[config.mk]
export PLATFORM = sky130hd
export DESIGN_NAME = peripheral_interrupt_routing
export DESIGN_NICKNAME = d
export VERILOG_FILES = /design/src/inc/irq_route_pkg.sv /design/src/hdl/peripheral_interrupt_routing.sv
export SDC_FILE = /design/constraint.sdc
export NUM_CORES = 2
export LEC_CHECK = 0
export BUFFER_PORTS_ARGS = -buffer_cell sky130_fd_sc_hd__buf_2
export CAP_MARGIN = 20
export CORE_ASPECT_RATIO = 0.8
export CORE_UTILIZATION = 45
export DETAILED_ROUTE_END_ITERATION = 8
export GPL_TIMING_DRIVEN = 0
export HOLD_SLACK_MARGIN = 0.15
export PLACE_DENSITY = 0.61
export SLEW_MARGIN = 0
export SYNTH_ARGS = -nofsm -noshare
export SYNTH_HDL_FRONTEND = slang
export SYNTH_SLANG_ARGS = --single-unit
[constraint.sdc]
create_clock -name clk_sys -period 42.5 [get_ports clk_sys]
set_input_delay 2.125 -clock clk_sys [delete_from_list [all_inputs] [get_ports clk_sys]]
set_output_delay 2.125 -clock clk_sys [all_outputs]
set_load 0.005 [all_outputs]
[src/inc/irq_route_pkg.sv]
// Purpose: Shared constants and types for the peripheral interrupt routing block
// Assumes: One 125 MHz system clock, AXI4-Lite register access
// Notes:   All reset values are zero; unused lines are masked except in event enable and priority
package irq_route_pkg;

   // ------------------------------------------------------------------
   // Sizes
   // ------------------------------------------------------------------
   localparam int NUM_LINES = 32;  // Controller lines
   localparam int NUM_PRIO_BITS = 2;  // Four priority levels
   localparam int NUM_FLAGS = 8;  // Flags per peripheral
   localparam int ADDR_W = 12;

   // ------------------------------------------------------------------
   // Line assignment (bit set = line driven by a peripheral)
   // ------------------------------------------------------------------
   localparam logic [4:0] LINE_POWER_MANAGER = 5'h00;
   localparam logic [4:0] LINE_SYSTEM_CONTROL = 5'h01;
   localparam logic [4:0] LINE_WATCHDOG = 5'h02;
   localparam logic [4:0] LINE_RT_COUNTER = 5'h03;
   localparam logic [4:0] LINE_EXT_IRQ_CTRL = 5'h04;
   localparam logic [4:0] LINE_NVM_CTRL = 5'h05;
   localparam logic [4:0] LINE_DMA_CTRL = 5'h06;
   localparam logic [4:0] LINE_EVENT_SYSTEM = 5'h08;
   localparam logic [4:0] LINE_SERIAL_FIRST = 5'h09;  // Instances 0..5 -> 9..14
   localparam logic [4:0] LINE_CTRL_TIMER_FIRST = 5'h0f;  // Instances 0..2 -> 15..17
   localparam logic [4:0] LINE_GEN_TIMER_FIRST = 5'h12;  // Instances 3..7 -> 18..22
   localparam logic [4:0] LINE_ADC = 5'h17;
   localparam logic [4:0] LINE_ANALOG_COMP = 5'h18;
   localparam logic [4:0] LINE_DAC = 5'h19;
   // Lines 7, 26, 27 reserved; 28..31 absent
   localparam logic [31:0] LINE_USED_MASK = 32'h03ff_ff7f;

   // ------------------------------------------------------------------
   // Register map (byte addresses)
   // ------------------------------------------------------------------
   localparam logic [11:0] OFS_LINE_EN_SET = 12'h000;
   localparam logic [11:0] OFS_LINE_EN_CLR = 12'h004;
   localparam logic [11:0] OFS_PEND_SET = 12'h008;
   localparam logic [11:0] OFS_PEND_CLR = 12'h00c;
   localparam logic [11:0] OFS_ACTIVE = 12'h010;
   localparam logic [11:0] OFS_EVT_STATUS = 12'h014;
   localparam logic [11:0] OFS_EVT_CLEAR = 12'h018;
   localparam logic [11:0] OFS_EVT_ENABLE = 12'h01c;
   localparam logic [11:0] OFS_PRIO_BASE = 12'h020;  // Eight words, 0x020..0x03c
   localparam logic [2:0] PER_REGION = 3'h1;  // Peripheral window 0x200..0x3ff
   localparam logic [1:0] PER_FLAG = 2'h0;  // Flag status, write one clears
   localparam logic [1:0] PER_EN_SET = 2'h1;
   localparam logic [1:0] PER_EN_CLR = 2'h2;
   localparam int PRIO_FIELD_POS = 0;  // Field sits in low bits of each byte

   localparam logic [1:0] RESP_OKAY = 2'h0;
   localparam logic [1:0] RESP_SLVERR = 2'h2;

   // ------------------------------------------------------------------
   // Types
   // ------------------------------------------------------------------
   typedef enum logic [0:0] {W_IDLE = 1'b0, W_RESP = 1'b1} wr_e;
   typedef enum logic [0:0] {R_IDLE = 1'b0, R_DATA = 1'b1} rd_e;

   // Interrupt signals presented to the processor core
   typedef struct packed {
      logic nmi;
      logic valid;
      logic [4:0] line;
      logic [NUM_PRIO_BITS-1:0] prio;
   } core_irq_s;

   typedef struct packed {
      logic [NUM_LINES-1:0][NUM_FLAGS-1:0] flag;
      logic [NUM_LINES-1:0][NUM_FLAGS-1:0] ien;
      logic [NUM_LINES-1:0] lineEn;
      logic [NUM_LINES-1:0] pend;
      logic [NUM_LINES-1:0][NUM_PRIO_BITS-1:0] prio;
      logic [NUM_LINES-1:0] evtSt;
      logic [NUM_LINES-1:0] evtEn;
      wr_e wSt;
      logic awHave;
      logic [ADDR_W-1:0] awAddr;
      logic wHave;
      logic [31:0] wData;
      logic [3:0] wStrb;
      logic [1:0] bResp;
      rd_e rSt;
      logic [31:0] rData;
      logic [1:0] rResp;
      core_irq_s core;
   } state_s;

   localparam state_s STATE_RST = '0;

endpackage

[src/hdl/peripheral_interrupt_routing.sv]
// Purpose: Peripheral interrupt flags, per-peripheral OR, and a vectored
//          line controller with pending, enable and priority state
// Assumes: Peripheral condition pulses come from logic on clk_sys
// Notes:   Registers reached over AXI4-Lite; one write and one read in flight
//
// Summary of operation
// - Thirty-two request lines, each with a two-bit priority, four levels.
// - Each of the 25 mapped lines is fed by one peripheral only.
// - A peripheral flag sets on its condition regardless of its enable.
// - Writing one to enable-set enables that interrupt; zero has no effect.
// - Writing one to enable-clear disables that interrupt; zero has no effect.
// - A peripheral requests only while some flag and its enable are set.
// - All enabled requests of one peripheral are ORed into one line.
// - A request sets its line pending; software sets and clears pending too.
// - A pending line is activated only if its line enable is set.
// - Priority fields in eight registers order pending lines for activation.
// - External controller non-maskable request goes to the core NMI input.
// - Lines 0..4: power, system control, watchdog, real-time counter, external.
// - Line 5 nonvolatile memory, 6 DMA, 7 reserved, 8 event system.
// - Serial interfaces 0..5 drive lines 9..14 in order.
// - Control timers 0..2 on 15..17, general timers 3..7 on 18..22.
// - Lines 23 ADC, 24 comparator, 25 DAC; 26 and 27 reserved.
//
// The AXI4-Lite interface to the registers and the register offsets were chosen for this implementation.
`timescale 1ns/1ps

module peripheral_interrupt_routing (
   input wire logic clk_sys,
   input wire logic arst_n,
   // Per-line peripheral condition pulses, one byte of flags per line
   input wire logic [31:0][7:0] irqCond,
   input wire logic nmiReq,
   input wire logic actAck,
   output irq_route_pkg::core_irq_s coreIrq,
   output logic irqOut,
   // AXI4-Lite slave
   input wire logic [11:0] awaddr,
   input wire logic awvalid,
   output logic awready,
   input wire logic [31:0] wdata,
   input wire logic [3:0] wstrb,
   input wire logic wvalid,
   output logic wready,
   output logic [1:0] bresp,
   output logic bvalid,
   input wire logic bready,
   input wire logic [11:0] araddr,
   input wire logic arvalid,
   output logic arready,
   output logic [31:0] rdata,
   output logic [1:0] rresp,
   output logic rvalid,
   input wire logic rready
);

   // ------------------------------------------------------------------
   // Reset release
   // ------------------------------------------------------------------
   logic [1:0] rstPipe_r;
   logic rstSync;

   // Release is synchronised so no flop leaves reset on a different edge
   always_ff @(posedge clk_sys or negedge arst_n) begin
      if (!arst_n) begin
         rstPipe_r <= 2'b00;
      end else begin
         rstPipe_r <= {rstPipe_r[0], 1'b1};
      end
   end
   assign rstSync = rstPipe_r[1];

   // ------------------------------------------------------------------
   // State
   // ------------------------------------------------------------------
   irq_route_pkg::state_s s_r;
   irq_route_pkg::state_s s_nxt;
   logic [31:0][7:0] condMasked;
   logic [31:0] lineReq;
   logic [31:0] bestMask;
   logic bestValid;
   logic [4:0] bestLine;
   logic [1:0] bestPrio;
   logic haveA;
   logic haveW;
   logic [11:0] wAddr;
   logic [31:0] wDat;
   logic [3:0] wStb;
   logic [31:0] wMask;
   logic doWrite;
   logic wrEnSet;
   logic wrEnClr;
   logic [4:0] perIdx;
   logic [31:0] rdVal;
   logic rdHit;
   logic [4:0] rdIdx;

   // Reserved and absent lines never carry a condition
   // Byte i of the condition bus is line i, so the map is fixed by wiring
   always_comb begin
      for (int i = 0; i < irq_route_pkg::NUM_LINES; i++) begin
         condMasked[i] = irq_route_pkg::LINE_USED_MASK[i] ? irqCond[i] : 8'h00;
      end
   end

   // One request per peripheral: OR of its enabled flags
   always_comb begin
      for (int i = 0; i < irq_route_pkg::NUM_LINES; i++) begin
         lineReq[i] = |(s_r.flag[i] & s_r.ien[i]);
      end
   end

   // Arbitration: lowest priority value wins, lower line number breaks ties
   // Thirty-two lines, two-bit priority each
   always_comb begin
      bestMask = s_r.pend & s_r.lineEn;
      bestValid = 1'b0;
      bestLine = 5'h00;
      bestPrio = 2'h3;
      for (int i = irq_route_pkg::NUM_LINES - 1; i >= 0; i--) begin
         if (bestMask[i] && (!bestValid || s_r.prio[i] <= bestPrio)) begin
            bestValid = 1'b1;
            bestLine = 5'(i);
            bestPrio = s_r.prio[i];
         end
      end
   end

   // ------------------------------------------------------------------
   // AXI4-Lite handshakes and write data
   // ------------------------------------------------------------------
   assign awready = !s_r.awHave && (s_r.wSt == irq_route_pkg::W_IDLE);
   assign wready = !s_r.wHave && (s_r.wSt == irq_route_pkg::W_IDLE);
   assign arready = (s_r.rSt == irq_route_pkg::R_IDLE);
   assign bvalid = (s_r.wSt == irq_route_pkg::W_RESP);
   assign bresp = s_r.bResp;
   assign rvalid = (s_r.rSt == irq_route_pkg::R_DATA);
   assign rdata = s_r.rData;
   assign rresp = s_r.rResp;
   assign coreIrq = s_r.core;
   // Level output: any enabled sticky event
   assign irqOut = |(s_r.evtSt & s_r.evtEn);

   // Address and data may arrive in either order; write once both held
   always_comb begin
      haveA = s_r.awHave || (awvalid && awready);
      haveW = s_r.wHave || (wvalid && wready);
      wAddr = s_r.awHave ? s_r.awAddr : awaddr;
      wDat = s_r.wHave ? s_r.wData : wdata;
      wStb = s_r.wHave ? s_r.wStrb : wstrb;
      doWrite = haveA && haveW;
      for (int b = 0; b < 4; b++) begin
         wMask[8*b +: 8] = wStb[b] ? wDat[8*b +: 8] : 8'h00;
      end
      perIdx = wAddr[8:4];
      // Misaligned writes answer SLVERR and change nothing, so they are left out
      wrEnSet = doWrite && (wAddr[11:9] == irq_route_pkg::PER_REGION) && (wAddr[1:0] == 2'h0)
         && irq_route_pkg::LINE_USED_MASK[perIdx] && (wAddr[3:2] == irq_route_pkg::PER_EN_SET);
      wrEnClr = doWrite && (wAddr[11:9] == irq_route_pkg::PER_REGION) && (wAddr[1:0] == 2'h0)
         && irq_route_pkg::LINE_USED_MASK[perIdx] && (wAddr[3:2] == irq_route_pkg::PER_EN_CLR);
   end

   // Read decode; unmapped addresses answer SLVERR with zero data
   always_comb begin
      rdVal = 32'h0000_0000;
      rdHit = 1'b1;
      rdIdx = araddr[8:4];
      if (araddr[11:9] == irq_route_pkg::PER_REGION) begin
         if (!irq_route_pkg::LINE_USED_MASK[rdIdx] || araddr[1:0] != 2'h0) begin
            rdHit = 1'b0;
         end else if (araddr[3:2] == irq_route_pkg::PER_FLAG) begin
            rdVal = {24'h00_0000, s_r.flag[rdIdx]};
         end else if (araddr[3:2] == irq_route_pkg::PER_EN_SET
               || araddr[3:2] == irq_route_pkg::PER_EN_CLR) begin
            rdVal = {24'h00_0000, s_r.ien[rdIdx]};
         end else begin
            rdHit = 1'b0;
         end
      end else if (araddr >= irq_route_pkg::OFS_PRIO_BASE
            && araddr < irq_route_pkg::OFS_PRIO_BASE + 12'h020 && araddr[1:0] == 2'h0) begin
         for (int k = 0; k < 4; k++) begin
            rdVal[8*k + irq_route_pkg::PRIO_FIELD_POS +: 2] =
               s_r.prio[{araddr[4:2], 2'(k)}];
         end
      end else begin
         unique case (araddr)
            irq_route_pkg::OFS_LINE_EN_SET,
            irq_route_pkg::OFS_LINE_EN_CLR: rdVal = s_r.lineEn;
            irq_route_pkg::OFS_PEND_SET,
            irq_route_pkg::OFS_PEND_CLR: rdVal = s_r.pend;
            irq_route_pkg::OFS_ACTIVE: rdVal = {23'h00_0000, s_r.core};
            irq_route_pkg::OFS_EVT_STATUS: rdVal = s_r.evtSt;
            irq_route_pkg::OFS_EVT_CLEAR: rdVal = 32'h0000_0000;
            irq_route_pkg::OFS_EVT_ENABLE: rdVal = s_r.evtEn;
            default: rdHit = 1'b0;
         endcase
      end
   end

   // ------------------------------------------------------------------
   // Next state
   // ------------------------------------------------------------------
   always_comb begin
      logic [31:0] pendSet;
      logic [31:0] pendClr;
      logic [31:0] enSet;
      logic [31:0] enClr;
      logic [31:0] evtClr;
      logic [31:0] ackMask;
      logic [31:0][7:0] flagClr;
      logic [31:0][7:0] ienSet;
      logic [31:0][7:0] ienClr;
      logic wrHit;
      s_nxt = s_r;
      pendSet = 32'h0000_0000;
      pendClr = 32'h0000_0000;
      enSet = 32'h0000_0000;
      enClr = 32'h0000_0000;
      evtClr = 32'h0000_0000;
      ackMask = 32'h0000_0000;
      flagClr = '0;
      ienSet = '0;
      ienClr = '0;
      wrHit = 1'b1;

      // Channel capture
      if (awvalid && awready) begin
         s_nxt.awHave = 1'b1;
         s_nxt.awAddr = awaddr;
      end
      if (wvalid && wready) begin
         s_nxt.wHave = 1'b1;
         s_nxt.wData = wdata;
         s_nxt.wStrb = wstrb;
      end

      // Register writes; only bytes with a strobe take effect, except event enable, where unstrobed bytes load zero
      if (doWrite) begin
         if (wAddr[11:9] == irq_route_pkg::PER_REGION) begin
            if (!irq_route_pkg::LINE_USED_MASK[perIdx] || wAddr[1:0] != 2'h0) begin
               wrHit = 1'b0;
            end else if (wAddr[3:2] == irq_route_pkg::PER_FLAG) begin
               flagClr[perIdx] = wMask[7:0];
            end else if (wAddr[3:2] == irq_route_pkg::PER_EN_SET) begin
               ienSet[perIdx] = wMask[7:0];
            end else if (wAddr[3:2] == irq_route_pkg::PER_EN_CLR) begin
               ienClr[perIdx] = wMask[7:0];
            end else begin
               wrHit = 1'b0;
            end
         end else if (wAddr >= irq_route_pkg::OFS_PRIO_BASE
               && wAddr < irq_route_pkg::OFS_PRIO_BASE + 12'h020 && wAddr[1:0] == 2'h0) begin
            for (int k = 0; k < 4; k++) begin
               if (wStb[k]) begin
                  s_nxt.prio[{wAddr[4:2], 2'(k)}] =
                     wDat[8*k + irq_route_pkg::PRIO_FIELD_POS +: 2];
               end
            end
         end else begin
            unique case (wAddr)
               irq_route_pkg::OFS_LINE_EN_SET: enSet = wMask;
               irq_route_pkg::OFS_LINE_EN_CLR: enClr = wMask;
               irq_route_pkg::OFS_PEND_SET: pendSet = wMask;
               irq_route_pkg::OFS_PEND_CLR: pendClr = wMask;
               irq_route_pkg::OFS_EVT_CLEAR: evtClr = wMask;
               irq_route_pkg::OFS_EVT_ENABLE: s_nxt.evtEn = wMask;
               irq_route_pkg::OFS_ACTIVE,
               irq_route_pkg::OFS_EVT_STATUS: wrHit = 1'b1;
               default: wrHit = 1'b0;
            endcase
         end
      end

      // Peripheral flags: a condition wins over a same-cycle clear
      for (int i = 0; i < irq_route_pkg::NUM_LINES; i++) begin
         s_nxt.flag[i] = (s_r.flag[i] & ~flagClr[i]) | condMasked[i];
         s_nxt.ien[i] = ((s_r.ien[i] & ~ienClr[i]) | ienSet[i])
            & {8{irq_route_pkg::LINE_USED_MASK[i]}};
      end

      // Acknowledge by the core retires the presented line
      if (actAck && s_r.core.valid) begin
         ackMask[s_r.core.line] = 1'b1;
      end

      // Pending: hardware request and software set win over clears
      s_nxt.pend = ((s_r.pend & ~pendClr & ~ackMask) | pendSet | lineReq)
         & irq_route_pkg::LINE_USED_MASK;
      s_nxt.lineEn = ((s_r.lineEn & ~enClr) | enSet) & irq_route_pkg::LINE_USED_MASK;
      // Sticky event: a line newly made pending by its peripheral
      s_nxt.evtSt = (s_r.evtSt & ~evtClr) | (lineReq & ~s_r.pend);

      // Presented interrupt is registered so the core sees stable data
      s_nxt.core.valid = bestValid;
      s_nxt.core.line = bestLine;
      s_nxt.core.prio = bestPrio;
      s_nxt.core.nmi = nmiReq;

      // Write channel sequencing
      unique case (s_r.wSt)
         irq_route_pkg::W_IDLE: begin
            if (doWrite) begin
               s_nxt.awHave = 1'b0;
               s_nxt.wHave = 1'b0;
               s_nxt.bResp = wrHit ? irq_route_pkg::RESP_OKAY : irq_route_pkg::RESP_SLVERR;
               s_nxt.wSt = irq_route_pkg::W_RESP;
            end
         end
         irq_route_pkg::W_RESP: begin
            if (bready) begin
               s_nxt.wSt = irq_route_pkg::W_IDLE;
            end
         end
      endcase

      // Read channel sequencing
      unique case (s_r.rSt)
         irq_route_pkg::R_IDLE: begin
            if (arvalid) begin
               s_nxt.rData = rdHit ? rdVal : 32'h0000_0000;
               s_nxt.rResp = rdHit ? irq_route_pkg::RESP_OKAY : irq_route_pkg::RESP_SLVERR;
               s_nxt.rSt = irq_route_pkg::R_DATA;
            end
         end
         irq_route_pkg::R_DATA: begin
            if (rready) begin
               s_nxt.rSt = irq_route_pkg::R_IDLE;
            end
         end
      endcase
   end

   // Single register stage for the whole block
   always_ff @(posedge clk_sys or negedge rstSync) begin
      if (!rstSync) begin
         s_r <= irq_route_pkg::STATE_RST;
      end else begin
         s_r <= s_nxt;
      end
   end
endmodule // peripheral_interrupt_routing

==> results by group <==
Setup path
  – Reg2Reg Setup Slack: 7180 ps
  – Critical path launch point type: register
  – Critical Path End Type: register
  – R2R cell count: 158
  – Critical path launch point: s_r[282]
  – Worst path required time: 43030 ps
  – Critical R2R Capture: coreIrq[6]
  – Worst-path maximum fanout: 10
  – CP max stage cell: a211oi_1
  – WS Path Type: reg2reg
  – Critical path's largest stage delay: 780 ps
  – R2R Path Start: s_r[282]
  – CP endpoint: coreIrq[6]
  – Crit-path most repeated cell: ha_1
  – WP data arrival: 35840 ps

Floorplan
  – Die Span Y: 261 µm
  – Die area: 85300 µm²
  – Initial core utilization: 45.7%
  – DIE WIDTH: 326 µm
  – Core area: 82800 µm²
  – # IOs: 376
  – # rows: 94

Drt
  – Antenna viol nets, final: 0
  – DR iter-0 viols: 5044
  – First drt pass iteration count: 7
  – DRC viols: 0
  – Via count: 33900
  – Vias/cell: 6.43
  – Final WL: 154000 µm
  – WL/cell: 29.2 µm

Finish
  – Nets: 4486
  – Area growth, synth to finish: 16.0%
  – Fraction of layout cells with a size suffix above 1: 20.0%
  – Fill count: 7503
  – Final non-filler cell area: 43900 µm²

Clock tree
  – Clock Tree Buf Depth: 3
  – Clock buffer count from CTS: 79
  – CTS Hold Bufs: 0
  – Clock sinks: 731
  – CTS tree: built
  – Clk_lat worst skew: 660 ps
  – Worst-path clk slew: 60 ps
  – CTS Root Cell: clkbuf_16
  – H-tree levels: 3
  – # resized after CTS: 0
  – Setup bufs post-CTS: 0

Synth
  – Avg Cell Area, Syn: 10.3 µm²
  – Register area share after synthesis: 48.3%
  – EDFF count, synth: 0
  – Ys Warns: 0
  – Async S/R FF share, synth: 100%
  – Post-Synthesis Cells: 3691
  – Top cell type's share of synthesized area: 48.3%
  – Primary FF master, synth: dfrtp_1
  – Yosys top cell by area: dfrtp_1
  – Synth area leaders: dfrtp_1 (48%), o21ai_0 (9.5%), mux4_2 (8.6%), nand2_1 (4.3%), mux2_2 (3.8%)
  – Synthesized flop and latch total: 731
  – Most frequent cell after synthesis: dfrtp_1
  – Netlist cell types: 78
  – Most frequent cells after synthesis: dfrtp_1 (731), o21ai_0 (718), nand2_1 (435)
  – Post-Syn Area: 37900 µm²

Worst hold path
  – Hold WC Path Type: reg2reg

STA
  – Worst-Margin Slew: 1370 ps
  – # setup viols final: 0
  – Number of hold violations in the final report: 0
  – Final worst-path cycle share: 83.1%
  – Achievable Freq: 0.0283 GHz
  – RSZ-0062 raised after global routing: false
  – Setup TNS: 0 ps
  – Setup Skew: 38.4 ps
  – Slew Viols, Final: 0
  – Final min period: 35320 ps
  – WHS: 349 ps
  – Worst slew margin: 8.68%

GRT
  – Vias in the first global route: 31600
  – Largest net degree at the start of global routing: 69
  – First-pass GRT wire length: 222000 µm
  – Initial antenna violation count: 10
  – Grt total ovfl: 0
  – Overall Global Routing Usage: 35.9%

Power and ir drop
  – PD cells: 43.5 nW/µm²
  – Leakage: 18.0 nW
  – Peak supply drop: 0.0297 mV

Place
  – Final HPWL from detailed placement: 119000 µm
  – I/O Buffers: 313
  – Routability Congestion: 1.02
  – Area post-placement: 41200 µm²

Run
  – Number of max-cap violations: 0

Status
  – Status: finished clean
sequential cells by signal (all words and copies together), names as in the netlist:
register and count:
bresp 1, bvalid 1, rvalid 1, s_r 684
coreIrq 9, rresp 1, rdata 32, rstPipe_r 2
critical path, delay by kind of cell, from the launching register on:
kind,cells,cell delay [ps]
simple gates,56,10190
compound gates,64,14190
flops,1,550
mux,7,2580
fa+ha+maj,24,6510
buf+inv,7,1040
metrics by stage:
step                      power, W  std cells  worst slack (ps)  util (%)
after floorplan           0.000994       3692             13800         -
after global placement     0.00118       5109              8190      49.3
after detailed placement   0.00119       5124              8160      49.8
after CTS                  0.00189       5267              7930      52.9
after global routing       0.00196       5274              4670      53.0
final                      0.00191       5275              7180      53.0
worst min path at each step:
stage | start | end | depth (start not counted)
after detailed placement | rstPipe_r[0] | rstPipe_r[1] | 0
after global routing | rstPipe_r[0] | rstPipe_r[1] | 0
after global placement | rstPipe_r[0] | rstPipe_r[1] | 0
final | rstPipe_r[0] | rstPipe_r[1] | 0
after floorplan | rstPipe_r[0] | rstPipe_r[1] | 0
after CTS | rstPipe_r[0] | rstPipe_r[1] | 0
cell families (layout without fill, tap and decap cells):
logic type                 after synthesis  in the layout  share of synthesized area (%)
buffers and inverters                  364            842                           4.12
DFF                                    731            731                           48.3
AOI/OAI and AO/OA                     1197           1197                           19.1
and+or+nand+nor                       1011           1011                           12.7
muxes                                  333            333                           14.0
other                                    2              4                         0.0198
adders and majority gates               53             53                           1.75
routing by layer:
layer / routed length [µm] / part of all wire, % / GRT usage (%) / up-vias
li1: - / - / - / 14300
met1: 66300 / 43 / 53.7 / 17000
met2: 59800 / 39 / 47.2 / 2339
met3: 22900 / 15 / 14.0 / 322
met4: 5220 / 3.4 / 10.9 / 12
met5: 72 / 0.047 / 0 / -
area by class of cell:
cell class,count,area (µm²),share of cell area (%)
diodes,1,2.50,0.00570
plain buffers,298,1310,2.99
clock buffers,115,2330,5.30
clock inverters,28,302,0.686
inverters,66,248,0.564
multi-input cells,2597,18000,41.0
flip-flops and latches,731,18300,41.7
well taps,1104,1380,3.14
repair buffers,335,2040,4.64
layout by cell type, fill, tap and decap left out, types with 37 or more instances in the layout:
cell / n
o21ai_0: 718
nor2_1: 168
nand2_1: 435
nand2b_1: 215
clkbuf_16: 82
a21oi_1: 77
clkbuf_1: 235
buf_4: 47
mux2i_1: 58
a22oi_1: 132
mux4_2: 144
buf_2: 328
a22o_1: 77
mux2_2: 128
dfrtp_1: 730
ha_1: 53
nand4_1: 37
inv_1: 66
power by group:
part / total, W / internal, W / leakage (nW) / switching (W)
logic: 0.000407 / 0.000118 / 7.83 / 0.000289
registers: 0.000789 / 0.000741 / 8.87 / 0.0000484
clock network: 0.000713 / 0.000411 / 1.30 / 0.000301
Note: power is estimated with default switching activity, not from simulation.
